## config.mk

```make
export PLATFORM = sky130hd
export DESIGN_NAME = dsg_top
export DESIGN_NICKNAME = d
export VERILOG_FILES = /design/src/shared/dsg_pkg.sv /design/src/verilog/dsg_fault.sv /design/src/verilog/dsg_top.sv
export VERILOG_INCLUDE_DIRS = /design/src /design/src/shared
export SDC_FILE = /design/constraint.sdc
export NUM_CORES = 1
export LEC_CHECK = 0
export BUFFER_PORTS_ARGS = -buffer_cell sky130_fd_sc_hd__buf_2
export CAP_MARGIN = 30
export CORE_ASPECT_RATIO = 0.6
export CORE_MARGIN = 5
export CORE_UTILIZATION = 45
export DETAILED_ROUTE_END_ITERATION = 8
export PLACE_DENSITY = 0.75
export SLEW_MARGIN = 20
export SYNTH_ARGS = -nofsm -noshare
export SYNTH_HDL_FRONTEND = slang
export SYNTH_HIERARCHICAL = 1
export SYNTH_SLANG_ARGS = --single-unit
```

## constraint.sdc

```tcl
create_clock -name clock_i -period 1.89 [get_ports clock_i]
set_input_delay 0.0945 -clock clock_i [delete_from_list [all_inputs] [get_ports clock_i]]
set_output_delay 0.0945 -clock clock_i [all_outputs]
set_load 0.01 [all_outputs]
```

## src/shared/dsg_regs.svh

```systemverilog
`ifndef DSG_REGS_SVH
`define DSG_REGS_SVH

// Byte offsets of the register words inside the 4 KB block window
`define DSG_RUN_GATE_OFS 12'h108
`define DSG_SLEEP_GATE_OFS 12'h118
`define DSG_DEEP_GATE_OFS 12'h128
`define DSG_RUN_CFG_OFS 12'h060
`define DSG_IRQ_STAT_OFS 12'h200
`define DSG_IRQ_MASK_OFS 12'h204

// Gate register layout: unit enables at 30, 28 and 7..0, rest read as zero
`define DSG_GATE_MASK 32'h500000FF
`define DSG_GATE_RESET 32'h00000000
`define DSG_PHY_BIT 30
`define DSG_MAC_BIT 28
`define DSG_PORT_MSB 7
`define DSG_PORT_LSB 0

// Run clock configuration: only the automatic sleep-gating enable is kept
`define DSG_ACG_BIT 27
`define DSG_CFG_MASK 32'h08000000
`define DSG_CFG_RESET 32'h00000000

// Interrupt status and mask layout
`define DSG_EV_FAULT 0
`define DSG_EV_GATE 1
`define DSG_IRQ_BITS 32'h00000003
`define DSG_IRQ_RESET 32'h00000000

// Unit numbering on the access-check port
`define DSG_UNIT_MAC 4'h8
`define DSG_UNIT_PHY 4'h9
`define DSG_UNIT_COUNT 4'hA

`endif

```

## src/shared/dsg_pkg.sv

```systemverilog
package dsg_pkg;

`include "dsg_regs.svh"

    // Power state as seen by the gating selector
    typedef enum logic [1:0] {
        DSG_RUN = 2'b00,
        DSG_SLEEP = 2'b01,
        DSG_DEEP = 2'b10
    } dsg_pwr_e;

    // Compact enable vector: {phy, mac, port_h .. port_a}
    typedef logic [9:0] dsg_gate_t;

    // Access to a gated unit, and the verdict on it
    typedef struct packed {
        logic valid;
        logic write;
        logic [3:0] unit;
    } dsg_req_s;

    typedef struct packed {
        logic done;
        logic fault;
    } dsg_rsp_s;

    // Pick the unit enables out of a full gate register word
    function automatic dsg_gate_t dsg_compact(input logic [31:0] r);
        return {r[`DSG_PHY_BIT], r[`DSG_MAC_BIT], r[`DSG_PORT_MSB:`DSG_PORT_LSB]};
    endfunction

    // Unit numbers past the last unit count as unclocked
    function automatic logic dsg_unit_on(input dsg_gate_t g, input logic [3:0] u);
        logic on;
        on = 1'b0;
        for (int i = 0; i < 10; i++) begin
            if (u == i[3:0]) begin
                on = g[i];
            end
        end
        return on;
    endfunction

endpackage

```

## src/verilog/dsg_fault.sv

```systemverilog
`timescale 1ns/100ps
`include "dsg_regs.svh"

// Judges each unit access against the clock enables now applied
module dsg_fault
    import dsg_pkg::*;
(
    input wire logic clock_i,
    input wire logic sys_rst_i,
    input wire dsg_gate_t gate_i,
    input wire dsg_req_s req_i,
    output dsg_rsp_s rsp_o,
    output logic fault_pulse_o
);

    dsg_rsp_s rsp_q;
    logic fault_q;
    wire logic unit_on;
    wire logic fault_d;

    // Verdict uses the applied enables, so a unit being gated off faults at once
    assign unit_on = dsg_unit_on(gate_i, req_i.unit);
    assign fault_d = req_i.valid & ~unit_on; // see [RULE_02]

    // One verdict per request, one cycle after it
    always_ff @(posedge clock_i) begin
        if (sys_rst_i) begin
            rsp_q <= '0;
            fault_q <= 1'b0;
        end else begin
            rsp_q.done <= req_i.valid;
            rsp_q.fault <= fault_d;
            fault_q <= fault_d;
        end
    end

    assign rsp_o = rsp_q;
    assign fault_pulse_o = fault_q;

    property p_gated_faults;
        @(posedge clock_i) disable iff (sys_rst_i)
        (req_i.valid && !dsg_unit_on(gate_i, req_i.unit)) |=> (rsp_o.done && rsp_o.fault);
    endproperty
    a_gated_faults: assert property (p_gated_faults) // see [RULE_02]
        else $error("access to unclocked unit did not fault");

    property p_clocked_passes;
        @(posedge clock_i) disable iff (sys_rst_i)
        (req_i.valid && dsg_unit_on(gate_i, req_i.unit)) |=> (rsp_o.done && !rsp_o.fault);
    endproperty
    a_clocked_passes: assert property (p_clocked_passes) // see [RULE_01]
        else $error("access to clocked unit faulted");

endmodule

```

## src/verilog/dsg_top.sv

```systemverilog
// Local design decision: register access over APB.
`timescale 1ns/100ps
`include "dsg_regs.svh"

// How it works
// [RULE_01] A unit whose applied enable bit is one gets its clock, and a zero keeps it unclocked.
// [RULE_02] An access aimed at a unit whose clock is off is answered with a bus fault.
// [RULE_03] Reset clears every gating bit so all units start unclocked.
// [RULE_04] The run, sleep and deep-sleep gate registers apply in run, sleep and deep-sleep.
// [RULE_05] The sleep and deep-sleep registers apply only while automatic sleep gating is on.
// [RULE_06] Bit 30 is read-write and gates the Ethernet PHY clock in deep-sleep.
// [RULE_07] Bit 28 is read-write and gates the Ethernet MAC clock in deep-sleep.
// [RULE_08] Bits 7 to 0 are read-write and gate ports H down to A in deep-sleep.
// [RULE_09] Software ignores reserved bits and writes back what it read of them.
// [RULE_10] Software must enable each unit it needs, since none is clocked after reset.
// [RULE_11] Reserved bits read as zero and ignore writes.
// [RULE_12] With automatic sleep gating off the run register governs in every power state.
module dsg_top
    import dsg_pkg::*;
(
    input wire logic clock_i,
    input wire logic sys_rst_i,
    input wire logic psel_i,
    input wire logic penable_i,
    input wire logic pwrite_i,
    input wire logic [11:0] paddr_i,
    input wire logic [31:0] pwdata_i,
    output logic [31:0] prdata_o,
    output logic pready_o,
    output logic pslverr_o,
    input wire logic sleep_i,
    input wire logic deep_sleep_i,
    input wire dsg_req_s unit_req_i,
    output dsg_rsp_s unit_rsp_o,
    output dsg_gate_t unit_clk_en_o,
    output logic irq_o
);

    // Register state
    logic [31:0] run_gate_q;
    logic [31:0] run_gate_d;
    logic [31:0] sleep_gate_q;
    logic [31:0] sleep_gate_d;
    logic [31:0] deep_gate_q;
    logic [31:0] deep_gate_d;
    logic [31:0] run_cfg_q;
    logic [31:0] run_cfg_d;
    logic [31:0] irq_stat_q;
    logic [31:0] irq_stat_d;
    logic [31:0] irq_mask_q;
    logic [31:0] irq_mask_d;
    dsg_gate_t clk_en_q;
    dsg_gate_t clk_en_d;
    logic irq_q;
    logic [31:0] prdata_q;
    logic [31:0] prdata_d;
    logic pready_q;
    logic pready_d;
    logic pslverr_q;
    logic pslverr_d;
    wire logic fault_pulse;

    // APB phase decode; the access phase always takes one wait state
    wire logic apb_access;
    wire logic apb_fire;
    wire logic wr_fire;
    wire logic aligned;
    wire logic hit_run;
    wire logic hit_sleep;
    wire logic hit_deep;
    wire logic hit_cfg;
    wire logic hit_stat;
    wire logic hit_mask;
    wire logic hit_any;
    assign apb_access = psel_i & penable_i;
    assign apb_fire = apb_access & pready_q;
    assign aligned = (paddr_i[1:0] == 2'b00);
    assign hit_run = aligned & (paddr_i == `DSG_RUN_GATE_OFS);
    assign hit_sleep = aligned & (paddr_i == `DSG_SLEEP_GATE_OFS);
    assign hit_deep = aligned & (paddr_i == `DSG_DEEP_GATE_OFS);
    assign hit_cfg = aligned & (paddr_i == `DSG_RUN_CFG_OFS);
    assign hit_stat = aligned & (paddr_i == `DSG_IRQ_STAT_OFS);
    assign hit_mask = aligned & (paddr_i == `DSG_IRQ_MASK_OFS);
    assign hit_any = hit_run | hit_sleep | hit_deep | hit_cfg | hit_stat | hit_mask;
    assign wr_fire = apb_fire & pwrite_i & hit_any;

    // Ready rises after one access cycle; unmapped or misaligned addresses error out
    assign pready_d = apb_access & ~pready_q;
    assign pslverr_d = apb_access & ~pready_q & ~hit_any;

    // Read mux; reserved bits come back zero because they are never stored
    assign prdata_d = (~apb_access | pwrite_i | pready_q) ? 32'h00000000 :
                      hit_run ? run_gate_q :
                      hit_sleep ? sleep_gate_q :
                      hit_deep ? deep_gate_q : // see [RULE_06] [RULE_07] [RULE_08]
                      hit_cfg ? run_cfg_q :
                      hit_stat ? irq_stat_q :
                      hit_mask ? irq_mask_q : 32'h00000000;

    // Writes keep only implemented bits, so reserved positions stay zero
    assign run_gate_d = (wr_fire & hit_run) ?
                        (pwdata_i & `DSG_GATE_MASK) : run_gate_q; // see [RULE_11]
    assign sleep_gate_d = (wr_fire & hit_sleep) ?
                          (pwdata_i & `DSG_GATE_MASK) : sleep_gate_q; // see [RULE_11]
    assign deep_gate_d = (wr_fire & hit_deep) ?
                         (pwdata_i & `DSG_GATE_MASK) : deep_gate_q; // see [RULE_06] [RULE_07]
    assign run_cfg_d = (wr_fire & hit_cfg) ? (pwdata_i & `DSG_CFG_MASK) : run_cfg_q;
    assign irq_mask_d = (wr_fire & hit_mask) ? (pwdata_i & `DSG_IRQ_BITS) : irq_mask_q;

    // Power state; deep-sleep outranks sleep if both are raised
    dsg_pwr_e pwr_state;
    wire logic acg_on;
    wire logic [31:0] sel_gate;
    assign pwr_state = deep_sleep_i ? DSG_DEEP : (sleep_i ? DSG_SLEEP : DSG_RUN);
    assign acg_on = run_cfg_q[`DSG_ACG_BIT];

    // Without automatic gating the run register rules in every state
    assign sel_gate = (!acg_on || pwr_state == DSG_RUN) ? run_gate_q : // see [RULE_05] [RULE_12]
                      (pwr_state == DSG_SLEEP) ? sleep_gate_q :
                      deep_gate_q; // see [RULE_04]
    assign clk_en_d = dsg_compact(sel_gate); // see [RULE_01]

    // Events: access faults and any change of the applied enables
    wire logic [31:0] irq_set;
    wire logic [31:0] irq_clr;
    assign irq_set = ({31'h00000000, fault_pulse} << `DSG_EV_FAULT) |
                     ({31'h00000000, (clk_en_d != clk_en_q)} << `DSG_EV_GATE);
    assign irq_clr = (wr_fire & hit_stat) ? (pwdata_i & `DSG_IRQ_BITS) : 32'h00000000;

    // A set in the same cycle as its clear wins, so no event is lost
    assign irq_stat_d = ((irq_stat_q & ~irq_clr) | irq_set) & `DSG_IRQ_BITS;

    // Register bank; reset leaves every unit unclocked
    always_ff @(posedge clock_i) begin
        if (sys_rst_i) begin
            run_gate_q <= `DSG_GATE_RESET; // see [RULE_03]
            sleep_gate_q <= `DSG_GATE_RESET; // see [RULE_03]
            deep_gate_q <= `DSG_GATE_RESET; // see [RULE_03]
            run_cfg_q <= `DSG_CFG_RESET;
            irq_mask_q <= `DSG_IRQ_RESET;
            irq_stat_q <= `DSG_IRQ_RESET;
        end else begin
            run_gate_q <= run_gate_d;
            sleep_gate_q <= sleep_gate_d;
            deep_gate_q <= deep_gate_d;
            run_cfg_q <= run_cfg_d;
            irq_mask_q <= irq_mask_d;
            irq_stat_q <= irq_stat_d;
        end
    end

    // Applied enables and the interrupt line, all straight from flops
    always_ff @(posedge clock_i) begin
        if (sys_rst_i) begin
            clk_en_q <= '0; // see [RULE_03]
            irq_q <= 1'b0;
        end else begin
            clk_en_q <= clk_en_d; // see [RULE_01]
            irq_q <= |(irq_stat_d & irq_mask_d);
        end
    end

    // APB answer flops
    always_ff @(posedge clock_i) begin
        if (sys_rst_i) begin
            pready_q <= 1'b0;
            pslverr_q <= 1'b0;
            prdata_q <= 32'h00000000;
        end else begin
            pready_q <= pready_d;
            pslverr_q <= pslverr_d;
            prdata_q <= prdata_d;
        end
    end

    // Access checker works on the enables now driven to the units
    dsg_fault u_fault (
        .clock_i(clock_i),
        .sys_rst_i(sys_rst_i),
        .gate_i(clk_en_q),
        .req_i(unit_req_i),
        .rsp_o(unit_rsp_o),
        .fault_pulse_o(fault_pulse)
    );

    assign prdata_o = prdata_q;
    assign pready_o = pready_q;
    assign pslverr_o = pslverr_q;
    assign unit_clk_en_o = clk_en_q;
    assign irq_o = irq_q;

    // Checks on the gating behaviour
    property p_en_follows_sel;
        @(posedge clock_i) disable iff (sys_rst_i)
        ##1 (unit_clk_en_o == dsg_compact($past(sel_gate)));
    endproperty
    a_en_follows_sel: assert property (p_en_follows_sel) // see [RULE_01]
        else $error("unit enables do not follow the selected register");

    property p_reset_clears;
        @(posedge clock_i)
        sys_rst_i |=> (unit_clk_en_o == '0 && deep_gate_q == `DSG_GATE_RESET
                       && run_gate_q == `DSG_GATE_RESET && sleep_gate_q == `DSG_GATE_RESET);
    endproperty
    a_reset_clears: assert property (p_reset_clears) // see [RULE_03]
        else $error("reset left a unit enabled");

    property p_run_uses_run;
        @(posedge clock_i) disable iff (sys_rst_i)
        (!sleep_i && !deep_sleep_i) |=> (unit_clk_en_o == dsg_compact($past(run_gate_q)));
    endproperty
    a_run_uses_run: assert property (p_run_uses_run) // see [RULE_04]
        else $error("run state not gated by run register");

    property p_deep_uses_deep;
        @(posedge clock_i) disable iff (sys_rst_i)
        (deep_sleep_i && run_cfg_q[`DSG_ACG_BIT])
            |=> (unit_clk_en_o == dsg_compact($past(deep_gate_q)));
    endproperty
    a_deep_uses_deep: assert property (p_deep_uses_deep) // see [RULE_04]
        else $error("deep-sleep not gated by deep-sleep register");

    property p_sleep_uses_sleep;
        @(posedge clock_i) disable iff (sys_rst_i)
        (sleep_i && !deep_sleep_i && run_cfg_q[`DSG_ACG_BIT])
            |=> (unit_clk_en_o == dsg_compact($past(sleep_gate_q)));
    endproperty
    a_sleep_uses_sleep: assert property (p_sleep_uses_sleep) // see [RULE_05]
        else $error("sleep not gated by sleep register");

    property p_no_acg_run;
        @(posedge clock_i) disable iff (sys_rst_i)
        !run_cfg_q[`DSG_ACG_BIT] |=> (unit_clk_en_o == dsg_compact($past(run_gate_q)));
    endproperty
    a_no_acg_run: assert property (p_no_acg_run) // see [RULE_12]
        else $error("run register not governing with auto gating off");

    property p_phy_bit;
        @(posedge clock_i) disable iff (sys_rst_i)
        (psel_i && penable_i && pready_o && pwrite_i && paddr_i == `DSG_DEEP_GATE_OFS)
            |=> (deep_gate_q[`DSG_PHY_BIT] == $past(pwdata_i[`DSG_PHY_BIT]));
    endproperty
    a_phy_bit: assert property (p_phy_bit) // see [RULE_06]
        else $error("phy gate bit not written");

    property p_mac_bit;
        @(posedge clock_i) disable iff (sys_rst_i)
        (psel_i && penable_i && pready_o && pwrite_i && paddr_i == `DSG_DEEP_GATE_OFS)
            |=> (deep_gate_q[`DSG_MAC_BIT] == $past(pwdata_i[`DSG_MAC_BIT]));
    endproperty
    a_mac_bit: assert property (p_mac_bit) // see [RULE_07]
        else $error("mac gate bit not written");

    property p_port_bits;
        @(posedge clock_i) disable iff (sys_rst_i)
        (psel_i && penable_i && pready_o && pwrite_i && paddr_i == `DSG_DEEP_GATE_OFS)
            |=> (deep_gate_q[7:0] == $past(pwdata_i[7:0]));
    endproperty
    a_port_bits: assert property (p_port_bits) // see [RULE_08]
        else $error("port gate bits not written");

    property p_reserved_zero;
        @(posedge clock_i) disable iff (sys_rst_i)
        ((deep_gate_q & ~`DSG_GATE_MASK) == 32'h00000000)
            && ((prdata_o & ~`DSG_GATE_MASK) == 32'h00000000 || !$past(hit_deep));
    endproperty
    a_reserved_zero: assert property (p_reserved_zero) // see [RULE_11]
        else $error("reserved gate bit is not zero");

    property p_ready_one_wait;
        @(posedge clock_i) disable iff (sys_rst_i)
        (psel_i && penable_i && !pready_o) |=> pready_o ##1 !pready_o;
    endproperty
    a_ready_one_wait: assert property (p_ready_one_wait)
        else $error("apb ready not after exactly one wait cycle");

    // The interrupt flop is loaded from next status and mask, so it matches the unmasked status in the same cycle
    property p_irq_level;
        @(posedge clock_i) disable iff (sys_rst_i)
        irq_o == |(irq_stat_q & irq_mask_q);
    endproperty
    a_irq_level: assert property (p_irq_level)
        else $error("interrupt line does not match unmasked status");

    property p_fault_sets_stat;
        @(posedge clock_i) disable iff (sys_rst_i)
        (unit_rsp_o.done && unit_rsp_o.fault) |=> irq_stat_q[`DSG_EV_FAULT];
    endproperty
    a_fault_sets_stat: assert property (p_fault_sets_stat) // see [RULE_02]
        else $error("access fault did not set its status bit");

    property p_err_with_ready;
        @(posedge clock_i) disable iff (sys_rst_i)
        pslverr_o |-> pready_o;
    endproperty
    a_err_with_ready: assert property (p_err_with_ready)
        else $error("apb error raised without ready");

    property p_other_reserved_zero;
        @(posedge clock_i) disable iff (sys_rst_i)
        ((run_gate_q | sleep_gate_q) & ~`DSG_GATE_MASK) == 32'h00000000;
    endproperty
    a_other_reserved_zero: assert property (p_other_reserved_zero) // see [RULE_11]
        else $error("reserved run or sleep gate bit is not zero");

    // Read data only stands in the cycle that ends a transfer
    property p_rdata_idle_zero;
        @(posedge clock_i) disable iff (sys_rst_i)
        !pready_o |-> (prdata_o == 32'h00000000);
    endproperty
    a_rdata_idle_zero: assert property (p_rdata_idle_zero)
        else $error("read data not zero outside a transfer end");

endmodule

```

==> impl_metrics.toml <==
[setup_path]
crit_required_ps = 2120
arrival_ps = 2180
cp-start-kind = "flop"
cp_max_fo = 10
end_kind = "flop"
critPathKind = "reg2reg"

[cells_and_area]
layout.nets = 470
syn_to_final_growth_pct = 27.9
diodes = 0
drive_gt1_share_pct = 29.7
fin_area_um2 = 3660

[timing]
hold_violations = 0
relSlewSlack_pct = 63.4
worst_slew_pin_slew_ps = 549
finalCritPeriodShare_pct = 103
tns_ps = -68.0
timing.final.ws_setup_ps = -52.9
maxSlewViolCount = 0
period_needed_ps = 1940
setup_viol = 2
skew_ps = 7.03
fmax_mhz = 515
rsz0062_at_grt = "true"

[clocking]
cts_buffers = 9
h-tree-depth = 3
clk_latency_ps = 340
path_clk_slew_ps = 70
cts_root_buf = "clkbuf_8"
cts_tree = "built"
clk_path_buf_depth = 2
clkSinkCount = 61

[detailed_routing]
wirelength_um = 7940
drcViolationCount = 0
vias = 2667
wl_per_cell_um = 15.8
drtIter0Drc = 242
drt-pass1-iter-count = 6
ant_nets = 0
via_per_inst = 5.31

[placed_design]
placed_cell_area_um2 = 3350
globalplace.congestion = 0.881
hpwlAfterDp_um = 5700
port_buffers = 60
dp_worst_setup_slack_ps = -136

[floorplan]
die_w_um = 113
coreArea_um2 = 6140
die-area_um2 = 8120
io_pins = 104
core.rowCount = 22
start_util_pct = 46.7
chipHeight_um = 71.8

[power_and_ir_drop]
p_leak_nw = 1.54
power_density_nw_per_um2 = 723
peakVddDrop_v = 0.000407
netSwitchingFraction_pct = 22.4
clkPwrFrac_pct = 45.4
pwr-share-comb_pct = 5.8
cell_internal_pwr_mw = 2.06
seqPwrFrac_pct = 48.7
p_switching_mw = 0.593

[global_routing]
grt-ovfl-total = 0
antenna_found_initial = 0
grt_max_degree = 47
grt_pass1_vias = 2484
grt_util_all_layers_pct = 19.5
grt_first_pass_wirelength_um = 12400

[yosys]
synth.area.top_cells = "dfxtp_1 43%, buf_4 6.0%, mux2i_1 5.2%, nand2_1 5.1%, a21oi_1 4.7%"
synth_edf_count = 0
synth_top_area_cell = "dfxtp_1"
ys_seq_area_share_pct = 42.6
ys_warn_count = 6
synth_common_cells = "61 x dfxtp_1, 39 x nand2_1, 36 x nor2_1, 27 x a21oi_1, 23 x buf_4"
syn_area_um2 = 2870
synth_top_area_share_pct = 42.6
synthesis.instances = 327
syn_area_per_cell_um2 = 8.76
ys_types = 45
ys_async_sr_fraction_pct = 0
synth_seq_cells = 61
yosysMostFrequentCell = "dfxtp_1"
synth-main-ff-cell = "dfxtp_1"

[flow_run]
drv_cap = 0

[hold_path]
hold_class = "in2reg"

[run_status]
violations = "negative setup slack"
status = "complete, but fails checks"
-- power by group through the flow --
| stage | logic [mW] | clock network (mW) | registers [mW] |
|---|---|---|---|
| 2_1_floorplan | 0.0997 | 0 | 1.32 |
| 3_3_place_gp | 0.141 | 0 | 1.32 |
| 3_5_place_dp | 0.146 | 0 | 1.32 |
| 4_1_cts | 0.151 | 1.23 | 1.29 |
| 5_1_grt | 0.171 | 1.29 | 1.29 |
| 6_report | 0.155 | 1.20 | 1.29 |
-- kinds of logic (layout without fill, tap and decap cells) --
kind of cell	count (synthesis)	in the layout	share of synthesized area, %
other	1	21	0.131
AO/OA/AOI/OAI	57	57	13.5
buffers and inverters	41	112	8.60
XOR/XNOR	9	9	2.75
AND/OR/NAND/NOR	138	138	24.7
multiplexers	20	20	7.73
flip-flops	61	61	42.6
-- repair_timing --
item	4_1_cts	5_1_grt
cloned	1	0
hold buffers	3	0
endpoints found under the setup margin	2	2
hold endpoints to repair	3	0
resized for setup	8	5
setup buffers	1	0
pin swaps	4	3
-- per-layer routing --
layer | share of wire [%] | global-route usage (%) | up-vias
met5 | 0 | 0 | -
met4 | 1.2 | 6.13 | 0
met3 | 11 | 5.82 | 10
met2 | 44 | 29.3 | 136
met1 | 44 | 27.0 | 1234
li1 | - | - | 1287
-- stage by stage --
step | util [%] | total power, mW | hold slack, ps | std cells
after floorplan | - | 1.42 | 178 | 347
after global placement | 54.6 | 1.46 | 349 | 481
after detailed placement | 54.6 | 1.47 | 355 | 481
after CTS | 59.3 | 2.68 | 2.29 | 502
after global routing | 59.7 | 2.75 | 17.3 | 502
final | 59.7 | 2.65 | 19.8 | 502
-- critical path, cell delays in order, from the launching register on --
cell and delay [ps]:
dfxtp_4 360, buf_4 170, and2_1 140, a221oi_2 330
xor2_1 180, nand4_1 100, or3_4 390, a22o_1 180
-- sequential cells by signal, indices dropped and copies added, names as in the netlist --
name                   flops
pready_o                   1
irq_stat_q                 2
irq_mask_q                 2
pslverr_o                  1
run_cfg_q                  1
prdata_o                  11
deep_gate_q               10
unit_clk_en_o             10
run_gate_q                10
u_fault/rsp_o              1
u_fault/fault_pulse_o      1
irq_o                      1
sleep_gate_q              10
-- cell type report --
class	instances	area (um^2)
clock buffer	12	165
multi-input combinational	245	1520
inverter	2	7.51
fill	558	2470
timing repair buffer	94	596
sequential	61	1220
tap	84	105
clock inverter	4	45.0
-- layout by cell type, fill, tap and decap left out, types with 7 or more instances in the layout --
cell type | synthesis | routed
dfxtp_1 | 61 | 60
buf_2 | 5 | 60
nand2_1 | 39 | 39
nor2_1 | 36 | 36
a21oi_1 | 27 | 27
buf_4 | 23 | 27
conb_1 | 1 | 21
mux2i_1 | 15 | 15
nand3_1 | 14 | 14
clkbuf_8 | 0 | 12
xor2_1 | 9 | 9
and3_1 | 7 | 7
a22oi_1 | 7 | 7
-- final timing paths --
check | slack [ps] | end | from | depth (start not counted)
worst max register to register | -50 | irq_o | run_cfg_q[27] | 7
worst min-delay path | 20 | deep_gate_q[5] | pwdata_i[5] | 3
worst min register to register | 460 | deep_gate_q[4] | deep_gate_q[4] | 2
worst max-delay path | -50 | irq_o | run_cfg_q[27] | 7
Power figures use the tool's default switching activity.
